--- config.mk ---
export PLATFORM = sky130hd
export DESIGN_NAME = sgp_regs
export DESIGN_NICKNAME = d
export VERILOG_FILES = /design/src/hdl/sgp_pkg.sv /design/src/hdl/sgp_regs.sv /design/src/hdl/sgp_strap_capture.sv /design/src/hdl/sgp_storm_meter.sv
export SDC_FILE = /design/constraint.sdc
export NUM_CORES = 1
export LEC_CHECK = 0
export ABC_AREA = 1
export BUFFER_PORTS_ARGS = -buffer_cell sky130_fd_sc_hd__buf_2
export CAP_MARGIN = 40
export CORE_ASPECT_RATIO = 0.5
export CORE_UTILIZATION = 56
export DETAILED_ROUTE_END_ITERATION = 10
export HOLD_SLACK_MARGIN = 0.08
export PLACE_DENSITY = 0.9
export RECOVER_POWER = 50
export SLEW_MARGIN = 30
export SYNTH_ARGS = -nofsm -noshare
export SYNTH_HDL_FRONTEND = slang
export SYNTH_SLANG_ARGS = --single-unit
--- constraint.sdc ---
create_clock -name clock -period 2.9 [get_ports clock]
set_input_delay 0.29 -clock clock [delete_from_list [all_inputs] [get_ports clock]]
set_output_delay 0.29 -clock clock [all_outputs]
set_load 0.03 [all_outputs]
--- src/hdl/sgp_pkg.sv ---
// Constants shared by the port-five and storm-control register bank
`default_nettype none
package sgp_pkg;
  // Register offsets
  localparam logic [7:0] SGP_ADDR_P5_CTRL   = 8'h06;
  localparam logic [7:0] SGP_ADDR_STORM_LO  = 8'h07;
  localparam logic [7:0] SGP_ADDR_FACT_A    = 8'h08;
  localparam logic [7:0] SGP_ADDR_FACT_B    = 8'h09;
  localparam logic [7:0] SGP_ADDR_FACT_C    = 8'h0A;
  localparam logic [7:0] SGP_ADDR_CTRL_NINE = 8'h0B;
  // Field positions in the port-five control register
  localparam int SGP_BIT_HALF_DUPLEX = 6;
  localparam int SGP_BIT_FLOW_CTRL   = 5;
  localparam int SGP_BIT_SPEED_10M   = 4;
  localparam int SGP_BIT_NULL_VID    = 3;
  localparam int SGP_STORM_HI_MSB    = 2;
  // Widths
  localparam int SGP_RATE_W = 11;
  localparam int SGP_VID_W  = 12;
  localparam int SGP_PER_W  = 23;
  // Reset and fixed read values
  localparam logic [7:0] SGP_STORM_LO_RST = 8'h4A;
  localparam logic [2:0] SGP_STORM_HI_RST = 3'h0;
  localparam logic       SGP_NULL_VID_RST = 1'h0;
  localparam logic       SGP_STRAP_PD     = 1'h0;
  localparam logic [7:0] SGP_FACT_A_VAL   = 8'h00;
  localparam logic [7:0] SGP_FACT_B_VAL   = 8'h4C;
  localparam logic [7:0] SGP_FACT_C_VAL   = 8'h00;
  localparam logic [7:0] SGP_NINE_VAL     = 8'h00;
  localparam logic [7:0] SGP_UNMAPPED_VAL = 8'h00;
  // Storm measurement periods
  localparam int SGP_CLK_HZ        = 10_000_000;
  localparam int SGP_PERIOD_100_MS = 50;
  localparam int SGP_PERIOD_10_MS  = 500;
  localparam int SGP_PERIOD_100_CYC = (SGP_CLK_HZ / 1000) * SGP_PERIOD_100_MS;
  localparam int SGP_PERIOD_10_CYC  = (SGP_CLK_HZ / 1000) * SGP_PERIOD_10_MS;
endpackage
`default_nettype wire

--- src/hdl/sgp_regs.sv ---
// Port-five link, null VID and storm rate register bank
`default_nettype none
module sgp_regs #(
  parameter int PERIOD_100_CYC = sgp_pkg::SGP_PERIOD_100_CYC,
  parameter int PERIOD_10_CYC  = sgp_pkg::SGP_PERIOD_10_CYC
) (
  input  wire logic                           clock,
  input  wire logic                           nrst,
  input  wire logic [7:0]                     addr,
  input  wire logic [7:0]                     wdata,
  input  wire logic                           wr_stb,
  input  wire logic                           rd_stb,
  output logic      [7:0]                     rdata,
  input  wire logic                           duplex_strap_pin,
  input  wire logic                           flow_ctrl_strap_pin,
  input  wire logic                           speed_strap_pin,
  input  wire logic                           bcast_block_seen,
  input  wire logic                           vid_valid,
  input  wire logic [sgp_pkg::SGP_VID_W-1:0]  ingress_vid,
  input  wire logic [sgp_pkg::SGP_VID_W-1:0]  port_vid,
  output logic                                egress_vid_valid,
  output logic      [sgp_pkg::SGP_VID_W-1:0]  egress_vid,
  output logic                                p5_half_duplex,
  output logic                                p5_flow_ctrl_en,
  output logic                                p5_speed_10m,
  output logic                                null_vid_replace_en,
  output logic      [sgp_pkg::SGP_RATE_W-1:0] storm_rate,
  output logic                                storm_limit
);
  import sgp_pkg::*;

  typedef struct packed {
    logic                 half_duplex;
    logic                 flow_en;
    logic                 speed_10m;
    logic                 null_vid;
    logic [2:0]           storm_hi;
    logic [7:0]           storm_lo;
    logic [7:0]           rdata;
    logic                 vid_valid;
    logic [SGP_VID_W-1:0] vid;
  } sgp_regs_st_t;

  sgp_regs_st_t st_r;
  sgp_regs_st_t st_nxt;
  logic         cap_stb;

  // Port-five control register image
  function automatic logic [7:0] p5_ctrl_image(input sgp_regs_st_t s);
    logic [7:0] v;
    v = 8'h00;
    v[SGP_BIT_HALF_DUPLEX] = s.half_duplex;
    v[SGP_BIT_FLOW_CTRL]   = s.flow_en;
    v[SGP_BIT_SPEED_10M]   = s.speed_10m;
    v[SGP_BIT_NULL_VID]    = s.null_vid;
    v[SGP_STORM_HI_MSB:0]  = s.storm_hi;
    return v;
  endfunction

  // Read multiplexer; unmapped offsets read zero
  function automatic logic [7:0] read_mux(input logic [7:0] a, input sgp_regs_st_t s);
    logic [7:0] v;
    v = SGP_UNMAPPED_VAL;
    case (a)
      SGP_ADDR_P5_CTRL:   v = p5_ctrl_image(s);
      SGP_ADDR_STORM_LO:  v = s.storm_lo;
      SGP_ADDR_FACT_A:    v = SGP_FACT_A_VAL;
      SGP_ADDR_FACT_B:    v = SGP_FACT_B_VAL;
      SGP_ADDR_FACT_C:    v = SGP_FACT_C_VAL;
      SGP_ADDR_CTRL_NINE: v = SGP_NINE_VAL;
      default:            v = SGP_UNMAPPED_VAL;
    endcase
    return v;
  endfunction

  // Strap strobe in the first cycle after reset release
  sgp_strap_capture i_sgp_strap_capture (
    .clock   (clock),
    .nrst    (nrst),
    .cap_stb (cap_stb)
  );

  // Storm meter for the fifth switch port
  sgp_storm_meter #(
    .PERIOD_100_CYC (PERIOD_100_CYC),
    .PERIOD_10_CYC  (PERIOD_10_CYC)
  ) i_sgp_storm_meter (
    .clock       (clock),
    .nrst        (nrst),
    .speed_10m   (st_r.speed_10m),
    .rate        ({st_r.storm_hi, st_r.storm_lo}),
    .block_seen  (bcast_block_seen),
    .storm_limit (storm_limit)
  );

  // Next-state: strap load, register writes, read data, VID path
  always_comb begin
    st_nxt = st_r;
    if (cap_stb) begin
      st_nxt.half_duplex = duplex_strap_pin;
      st_nxt.flow_en     = flow_ctrl_strap_pin;
      st_nxt.speed_10m   = speed_strap_pin;
    end
    // A write in the capture cycle still wins
    if (wr_stb) begin
      case (addr)
        SGP_ADDR_P5_CTRL: begin
          st_nxt.half_duplex = wdata[SGP_BIT_HALF_DUPLEX];
          st_nxt.flow_en     = wdata[SGP_BIT_FLOW_CTRL];
          st_nxt.speed_10m   = wdata[SGP_BIT_SPEED_10M];
          st_nxt.null_vid    = wdata[SGP_BIT_NULL_VID];
          st_nxt.storm_hi    = wdata[SGP_STORM_HI_MSB:0];
        end
        SGP_ADDR_STORM_LO: begin
          st_nxt.storm_lo = wdata;
        end
        default: begin
          st_nxt.storm_lo = st_r.storm_lo; // Read-only and unmapped writes dropped
        end
      endcase
    end
    // Read data stands only in the cycle after the strobe
    st_nxt.rdata = rd_stb ? read_mux(addr, st_r) : 8'h00;
    // Null VID replacement
    st_nxt.vid_valid = vid_valid;
    if (st_r.null_vid && ingress_vid == '0) begin
      st_nxt.vid = port_vid;
    end else begin
      st_nxt.vid = ingress_vid;
    end
  end

  // State register; straps default to the pull-down level
  always_ff @(posedge clock or negedge nrst) begin
    if (!nrst) begin
      st_r             <= '0;
      st_r.half_duplex <= SGP_STRAP_PD;
      st_r.flow_en     <= SGP_STRAP_PD;
      st_r.speed_10m   <= SGP_STRAP_PD;
      st_r.null_vid    <= SGP_NULL_VID_RST;
      st_r.storm_hi    <= SGP_STORM_HI_RST;
      st_r.storm_lo    <= SGP_STORM_LO_RST;
    end else begin
      st_r <= st_nxt;
    end
  end

  // Outputs straight from flops
  assign rdata               = st_r.rdata;
  assign p5_half_duplex      = st_r.half_duplex;
  assign p5_flow_ctrl_en     = st_r.flow_en;
  assign p5_speed_10m        = st_r.speed_10m;
  assign null_vid_replace_en = st_r.null_vid;
  assign storm_rate          = {st_r.storm_hi, st_r.storm_lo};
  assign egress_vid_valid    = st_r.vid_valid;
  assign egress_vid          = st_r.vid;

  // Helper: storm rate untouched by software since reset
  logic storm_written_r;
  always_ff @(posedge clock or negedge nrst) begin
    if (!nrst) begin
      storm_written_r <= 1'b0;
    end else if (wr_stb && (addr == SGP_ADDR_P5_CTRL || addr == SGP_ADDR_STORM_LO)) begin
      storm_written_r <= 1'b1;
    end
  end
endmodule
`default_nettype wire

--- src/hdl/sgp_strap_capture.sv ---
// One-shot strap capture strobe after reset release
`default_nettype none
module sgp_strap_capture (
  input  wire logic clock,
  input  wire logic nrst,
  output logic      cap_stb
);
  import sgp_pkg::*;

  typedef struct packed {
    logic done;
  } sgp_strap_st_t;

  sgp_strap_st_t st_r;
  sgp_strap_st_t st_nxt;

  // Mark capture done after the first edge past release
  always_comb begin
    st_nxt      = st_r;
    st_nxt.done = 1'b1;
  end

  always_ff @(posedge clock or negedge nrst) begin
    if (!nrst) begin
      st_r <= '0;
    end else begin
      st_r <= st_nxt;
    end
  end

  // High while reset is asserted and in the first cycle after release
  assign cap_stb = !st_r.done;
endmodule
`default_nettype wire

--- src/hdl/sgp_storm_meter.sv ---
// Broadcast storm meter: 64-byte blocks per period against the rate
`default_nettype none
module sgp_storm_meter #(
  parameter int PERIOD_100_CYC = sgp_pkg::SGP_PERIOD_100_CYC,
  parameter int PERIOD_10_CYC  = sgp_pkg::SGP_PERIOD_10_CYC
) (
  input  wire logic                          clock,
  input  wire logic                          nrst,
  input  wire logic                          speed_10m,
  input  wire logic [sgp_pkg::SGP_RATE_W-1:0] rate,
  input  wire logic                          block_seen,
  output logic                               storm_limit
);
  import sgp_pkg::*;

  localparam logic [SGP_PER_W-1:0] LAST_100 = SGP_PER_W'(PERIOD_100_CYC - 1);
  localparam logic [SGP_PER_W-1:0] LAST_10  = SGP_PER_W'(PERIOD_10_CYC - 1);

  typedef struct packed {
    logic [SGP_PER_W-1:0]  per_cnt;
    logic [SGP_RATE_W-1:0] blk_cnt;
    logic                  speed;
    logic                  limit;
  } sgp_storm_st_t;

  sgp_storm_st_t st_r;
  sgp_storm_st_t st_nxt;
  logic          period_end;
  logic [SGP_PER_W-1:0] last_cnt;

  // Period length follows the port speed
  assign last_cnt   = st_r.speed ? LAST_10 : LAST_100;
  assign period_end = (st_r.per_cnt >= last_cnt) || (st_r.speed != speed_10m);

  // Count time and accepted blocks, restart at period end
  always_comb begin
    st_nxt       = st_r;
    st_nxt.speed = speed_10m;
    if (period_end) begin
      st_nxt.per_cnt = '0;
      st_nxt.blk_cnt = '0;
    end else begin
      st_nxt.per_cnt = st_r.per_cnt + 1'b1;
      if (block_seen && st_r.blk_cnt < rate) begin
        st_nxt.blk_cnt = st_r.blk_cnt + 1'b1;
      end
    end
    st_nxt.limit = (st_nxt.blk_cnt >= rate);
  end

  always_ff @(posedge clock or negedge nrst) begin
    if (!nrst) begin
      st_r <= '0;
    end else begin
      st_r <= st_nxt;
    end
  end

  assign storm_limit = st_r.limit;
endmodule
`default_nettype wire

==> results of run 1 <==
## layer usage
layer	GRT usage, %	routed length [µm]	vias up
li1	-	-	2006
met1	35.62	4894	2079
met2	50.96	6077	287
met3	9.909	1037	87
met4	10.57	632	0
met5	0	0	-
## cells in the mapped netlist, drive strengths merged, types with 2 or more instances
cell,count,share of area (%)
buf,5,1.1
a21oi,20,2.8
nor4,5,0.71
mux2,3,0.77
xnor2,8,1.6
dfrtp,70,40
xor2,10,2.0
nand4,17,2.4
o21bai,8,1.4
clkbuf,2,0.17
o21ai,28,3.2
nand2,131,12
ha,33,9.4
nand3,25,3.0
nor2,82,7.8
nor3,12,1.5
dfstp,3,1.8
inv,80,6.8
a22oi,4,0.68
## flip-flops by register name (all words and copies together) (netlist names)
signal,flops
i_sgp_storm_meter.st_r,35
storm_rate,11
p5_flow_ctrl_en,1
p5_speed_10m,1
i_sgp_storm_meter.storm_limit,1
i_sgp_strap_capture.st_r,1
null_vid_replace_en,1
egress_vid,12
rdata,8
p5_half_duplex,1
egress_vid_valid,1
## cell type report
type                            count  share of cell area, %
Multi-Input combinational cell    394                  43.47
Sequential cell                    73                  34.21
Timing Repair Buffer               98                  9.184
Inverter                           80                  5.609
Clock buffer                       13                  4.674
Tap cell                          108                  2.524
Clock inverter                      3                 0.3272
## kinds of logic after synthesis
| kind of cell | synth area share (%) |
|---|---|
| other cells | 0.08507 |
| compound gates | 8.686 |
| fa+ha+maj | 9.367 |
| flops | 41.53 |
| mux | 0.7663 |
| buf+inv | 8.061 |
| simple gates | 27.93 |
| xor+xnor | 3.576 |
## worst paths after layout
kind | endpoint | slack [ns] | cells after the start
min in group asynchronous | rdata[1] | 0.70 | 2
setup / recovery | i_sgp_storm_meter.storm_limit | -0.08 | 16
hold reg to reg | storm_rate[3] | 0.50 | 2
setup reg to reg | i_sgp_storm_meter.storm_limit | -0.08 | 16
max in group asynchronous | storm_rate[9] | 0.66 | 3
hold / removal | egress_vid[8] | 0.17 | 2
## through the flow
stage                     setup WS (ns)  area [µm²]  TNS (ns)  hold slack, ns
after floorplan                  0.2727        4408         0       -0.005591
after global placement           0.1315        4936         0          0.2499
after detailed placement        0.01623        4936         0          0.2554
after CTS                       0.03486        5229         0          0.1555
after global routing            -0.2484        5354   -0.2484          0.1598
final                          -0.07871        5354  -0.07871          0.1691
## timing repair
item,in CTS,in global routing
hold buffers,2,0
endpoints found under the hold margin,19,0
pin swaps,0,16
setup buffers,0,8
resized for setup,1,27
endpoints found under the setup margin,1,1
## cells in the final DEF (no fill, tap or decap), types with 2 or more instances in the layout
cell	n
ha_1	29
nand2_1	120
mux2_2	3
inv_2	4
a21oi_1	10
o21ai_0	23
dfstp_2	2
clkbuf_1	33
nor2_1	67
o21bai_1	8
clkbuf_16	9
clkinv_2	2
nor3_1	11
ha_4	4
dfrtp_1	69
nor2_4	3
xor2_1	10
nand3_2	2
nor2_2	12
dlygate4sd3_1	2
nand2_2	10
o21ai_1	5
nor4_1	4
buf_4	9
xnor2_1	8
nand4_1	17
buf_2	56
nand3_1	23
inv_1	76
a22oi_1	4
a21oi_2	9
## power by group through the flow
| stage | Combinational (W) | Clock [W] | Sequential, W |
|---|---|---|---|
| 2_1_floorplan | 0.000198 | 0 | 0.00116 |
| 3_3_place_gp | 0.000346 | 0 | 0.00113 |
| 3_5_place_dp | 0.000358 | 0 | 0.00113 |
| 4_1_cts | 0.000366 | 0.00102 | 0.00111 |
| 5_1_grt | 0.000450 | 0.00107 | 0.00112 |
| 6_report | 0.000412 | 0.00103 | 0.00111 |
==> results.toml, run 1 <==
[critical_path]
crit_chain = "inv_1, ha_1, nand2_1, nor2_2, nand2_1, a21oi_2, nor2_4, buf_6, buf_4, nand3_1, nand3_2, ha_1, nand2_1, nor4_2, nand4_1, nand4_1"
cp-start-kind = "flip-flop"
slowest_stage = "dfrtp_1"
endpoint_kind = "flip-flop"
critPathLaunch = "storm_rate[10]"
crit_buf_inv = 3
crit_required_ns = 3.18
crit_path_max_fanout = 6
cp_common_cell = "nand2_1"
path_class = "reg2reg"
r2r-start = "storm_rate[10]"
crit_arrival_ns = 3.26
crit_family = "simple AND/OR/NAND/NOR gates"
cp_slowest_stage_delay_ns = 0.41

[power]
power.internal_w = 0.001804
switchingPower_w = 0.0007484
sw_frac_of_total_pct = 29.32
p_seq_share_pct = 43.6
p_leak_nw = 2.581
vdd_drop_max_v = 0.0004501
p_clk_share_pct = 40.2
total_power_w = 0.002552
combPwrFrac_pct = 16.2
p_per_area_nw_per_um2 = 476.7

[finish]
area_growth_pct = 21.46
drive_above_1_share_pct = 20.27
n_fill_cell = 513
antennaDiodeCount = 0
ff_latch_area_um2 = 1832
num-nets-final = 738
fin_cells = 769
multiInputGateArea_um2 = 2327
utilization_pct = 71.77

[logic_synthesis]
syn_area_um2 = 4408
synth_edf_count = 0
synthesis.nets = 636
synth-async-reset-ratio_pct = 100.0
synth_flop_cell = "dfrtp_1"
ys.warnings.count = 0
ys_ff_latch = 73
syn_inst = 554
yosys.cell_types.count = 38
syn_area_per_cell_um2 = 7.957
synth_seq_area_share_pct = 41.53

[run]
maxCapViolCount = 0

[floorplan]
fp.dieW_um = 127.5
initial_core_util_pct = 59.09
io_pins = 86
dieArea_um2 = 8252
rows = 22
coreArea_um2 = 7460
die_h_um = 64.74

[hold_path]
min-delay-start = "ingress_vid[8]"
holdCritPathClass = "in2reg"

[timing]
hold_viol = 0
fmax_ghz = 0.3357
setup_violations = 1
final_max_slew_viol_count = 0
fin_crit_ns = 2.979
period_share_pct = 102.7
tightest_slew_ns = 1.129
slew_headroom_pct = 24.75
finClkSkew_ns = 0.01098
fin_ws_ns = -0.07871

[cts]
root_buffer = "clkbuf_16"
clkTransAtPathRegs_ns = 0.06
cts_htree_levels = 3
clk_latency_ns = 0.34
clockBufferDepth = 2
cts_num_sinks = 73
cts_tree = "yes"
numCtsBuffers = 9

[route]
postRouteAntennaNets = 0
drt_first_iter_violations = 662
firstDrtPassIters = 5
post_drt_wl_per_cell_um = 16.44
detail_route.vias_per_cell = 5.798
routed_wl_um = 12640
vias = 4459
drc_errors = 0

[global_route]
grt_pass1_vias = 4027
grt-ovfl-total = 0
antenna_found_initial = 0
grt_pass1_wl_um = 18780
grt_use_total_pct = 29.83
grt_max_degree = 37

[run_status]
violations = "negative setup slack"
status = "complete, but fails checks"

[placement]
hpwl_um = 7817
gp_congestion = 0.9438
port_buffers = 85
post-place-cells = 743
Note: power is estimated with default switching activity, not from simulation.
==> inputs of run 2 (changes only) <==
Settings changed: PLACE_DENSITY 0.9 to 0.81.
==> run 2 against run 1 <==
  * The run now ends clean
  * Global-route usage fell by 2.5 points
  * Critical path depth fell by 1
  * Wire length fell by 16%
  * Setup slack improved by 0.21 ns
  * Worst hold slack got worse by 0.013 ns
  * Sequential cell count did not move
  * Clock power rose by 9%
  * Power rose by 3.0%
  * Sequential share of layout area fell by 0.13 points
  * First-iteration DRC count fell by 60%
  * Cell count fell by 0.26%
  * Clock skew fell by 0.00067 ns
  * Largest power group is now clock
==> results.toml, run 2 (synthesis gave the netlist of run 1 again) <==
[route]
drt_first_iter_violations = 262
drc_errors = 0
vias = 3995
detail_route.vias_per_cell = 5.209
post_drt_wl_per_cell_um = 13.78
firstDrtPassIters = 5
routed_wl_um = 10570
postRouteAntennaNets = 0

[floorplan]
dieArea_um2 = 8252
die_h_um = 64.74
coreArea_um2 = 7460
initial_core_util_pct = 59.09
fp.dieW_um = 127.5
io_pins = 86
rows = 22

[finish]
fin_cells = 767
num-nets-final = 736
design_area_um2 = 5370
drive_above_1_share_pct = 22.15
area_growth_pct = 21.83
final_cell_mix = "nand2_1 (121), inv_1 (75), buf_2 (71), dfrtp_1 (70), nor2_1 (67)"
multiInputGateArea_um2 = 2286
utilization_pct = 71.99
top_register = "i_sgp_storm_meter.st_r"
final_common_cell = "nand2_1"
n_fill_cell = 561
largest_reg_flops = 35
antennaDiodeCount = 0
ff_latch_area_um2 = 1831

[global_route]
grt-ovfl-total = 0
antenna_found_initial = 0
grt_pass1_wl_um = 17080
grt_use_total_pct = 27.37
grt_max_degree = 51
grt_pass1_vias = 3728

[placement]
gp_congestion = 0.8985
port_buffers = 85
hpwl_um = 7736
place_area_um2 = 4974
post-place-cells = 745

[timing]
finClkSkew_ns = 0.01031
fin_crit_ns = 2.766
hold_viol = 0
final_max_slew_viol_count = 0
slew_headroom_pct = 9.664
period_share_pct = 95.39
fmax_ghz = 0.3615
tightest_slew_ns = 1.355
setup_violations = 0

[cts]
clk_latency_ns = 0.34
cts_num_sinks = 73
clockBufferDepth = 2
cts_tree = "yes"
cts_htree_levels = 3
numCtsBuffers = 9
clkTransAtPathRegs_ns = 0.06
root_buffer = "clkbuf_16"

[critical_path]
crit_buf_inv = 2
crit_arrival_ns = 3.04
endpoint_kind = "flip-flop"
cp-start-kind = "flip-flop"
crit_family = "simple AND/OR/NAND/NOR gates"
r2r_setup_slack_ns = 0.13
path_class = "reg2reg"
crit_path_max_fanout = 8
slowest_stage = "dfstp_2"
crit_required_ns = 3.17
cp_slowest_stage_delay_ns = 0.55
crit_chain = "inv_1, ha_1, nand2_1, inv_1, nand2_1, nand3_1, nand2_2, nand4_1, nand2_1, a21oi_2, ha_1, nand2_1, nor4_2, nand4_1, nand4_1"
cp_common_cell = "nand2_1"

[run_status]
status = "completed"

[run]
maxCapViolCount = 0

[power]
vdd_drop_max_v = 0.0003645
p_leak_nw = 2.655
p_per_area_nw_per_um2 = 489.7

[hold_path]
holdCritPathClass = "in2reg"
## run 2: cell count changes in the layout (fill, tap and decap cells not counted), moves of 2 or more
cell	delta
inv_6	+2
buf_2	+15
buf_4	-3
a21oi_1	+2
clkinv_4	+2
ha_4	-2
clkbuf_1	-18
ha_1	+2
## run 2: stage by stage
| stage | hold slack [ns] | TNS [ns] | power, W | setup slack (ns) |
|---|---|---|---|---|
| global route | 0.1564 | -0.03922 | 0.002750 | -0.03922 |
| finish | 0.1566 | 0 | 0.002630 | 0.1336 |
| CTS | 0.1507 | 0 | 0.002624 | 0.01695 |
| global placement | 0.3978 | 0 | 0.001482 | 0.08609 |
| floorplan | -0.005591 | 0 | 0.001362 | 0.2727 |
| detailed placement | 0.2115 | 0 | 0.001496 | 0.07128 |
## run 2: layout make-up
class | count | share of cell area [%]
Multi-Input combinational cell | 394 | 42.57
Sequential cell | 73 | 34.09
Timing Repair Buffer | 96 | 9.599
Inverter | 80 | 5.592
Clock buffer | 9 | 4.194
Tap cell | 108 | 2.516
Clock inverter | 7 | 1.445
## run 2: per-layer routing
| layer | global-route usage, % | up-vias | part of all wire [%] |
|---|---|---|---|
| met2 | 49.39 | 146 | 50 |
| met1 | 32.07 | 1837 | 41 |
| met4 | 7.292 | 0 | 1.8 |
| met3 | 8.092 | 20 | 6.9 |
| li1 | - | 1992 | - |
| met5 | 0 | - | 0 |
## run 2: path summary, 6_finish.rpt
check | startpoint | endpoint | cells past startpoint
setup reg to reg | storm_rate[1] | i_sgp_storm_meter.storm_limit | 15
max in group asynchronous | nrst | i_sgp_storm_meter.st_r[29] | 3
setup / recovery | storm_rate[1] | i_sgp_storm_meter.storm_limit | 15
min in group asynchronous | nrst | egress_vid[11] | 2
hold reg to reg | storm_rate[3] | storm_rate[3] | 2
hold / removal | ingress_vid[6] | egress_vid[6] | 2
## run 2: power breakdown
part	internal, W	switching (W)
Sequential	0.00107	0.0000468
Combinational	0.000142	0.000252
Clock	0.000673	0.000451
Total	0.00188	0.000750
## run 2: repair_timing
action | CTS | global route
resized for setup | 0 | 18
setup endpoints to repair | 0 | 1
buffers inserted | 0 | 4
hold endpoints to repair | 21 | 0
hold buffers | 2 | 0
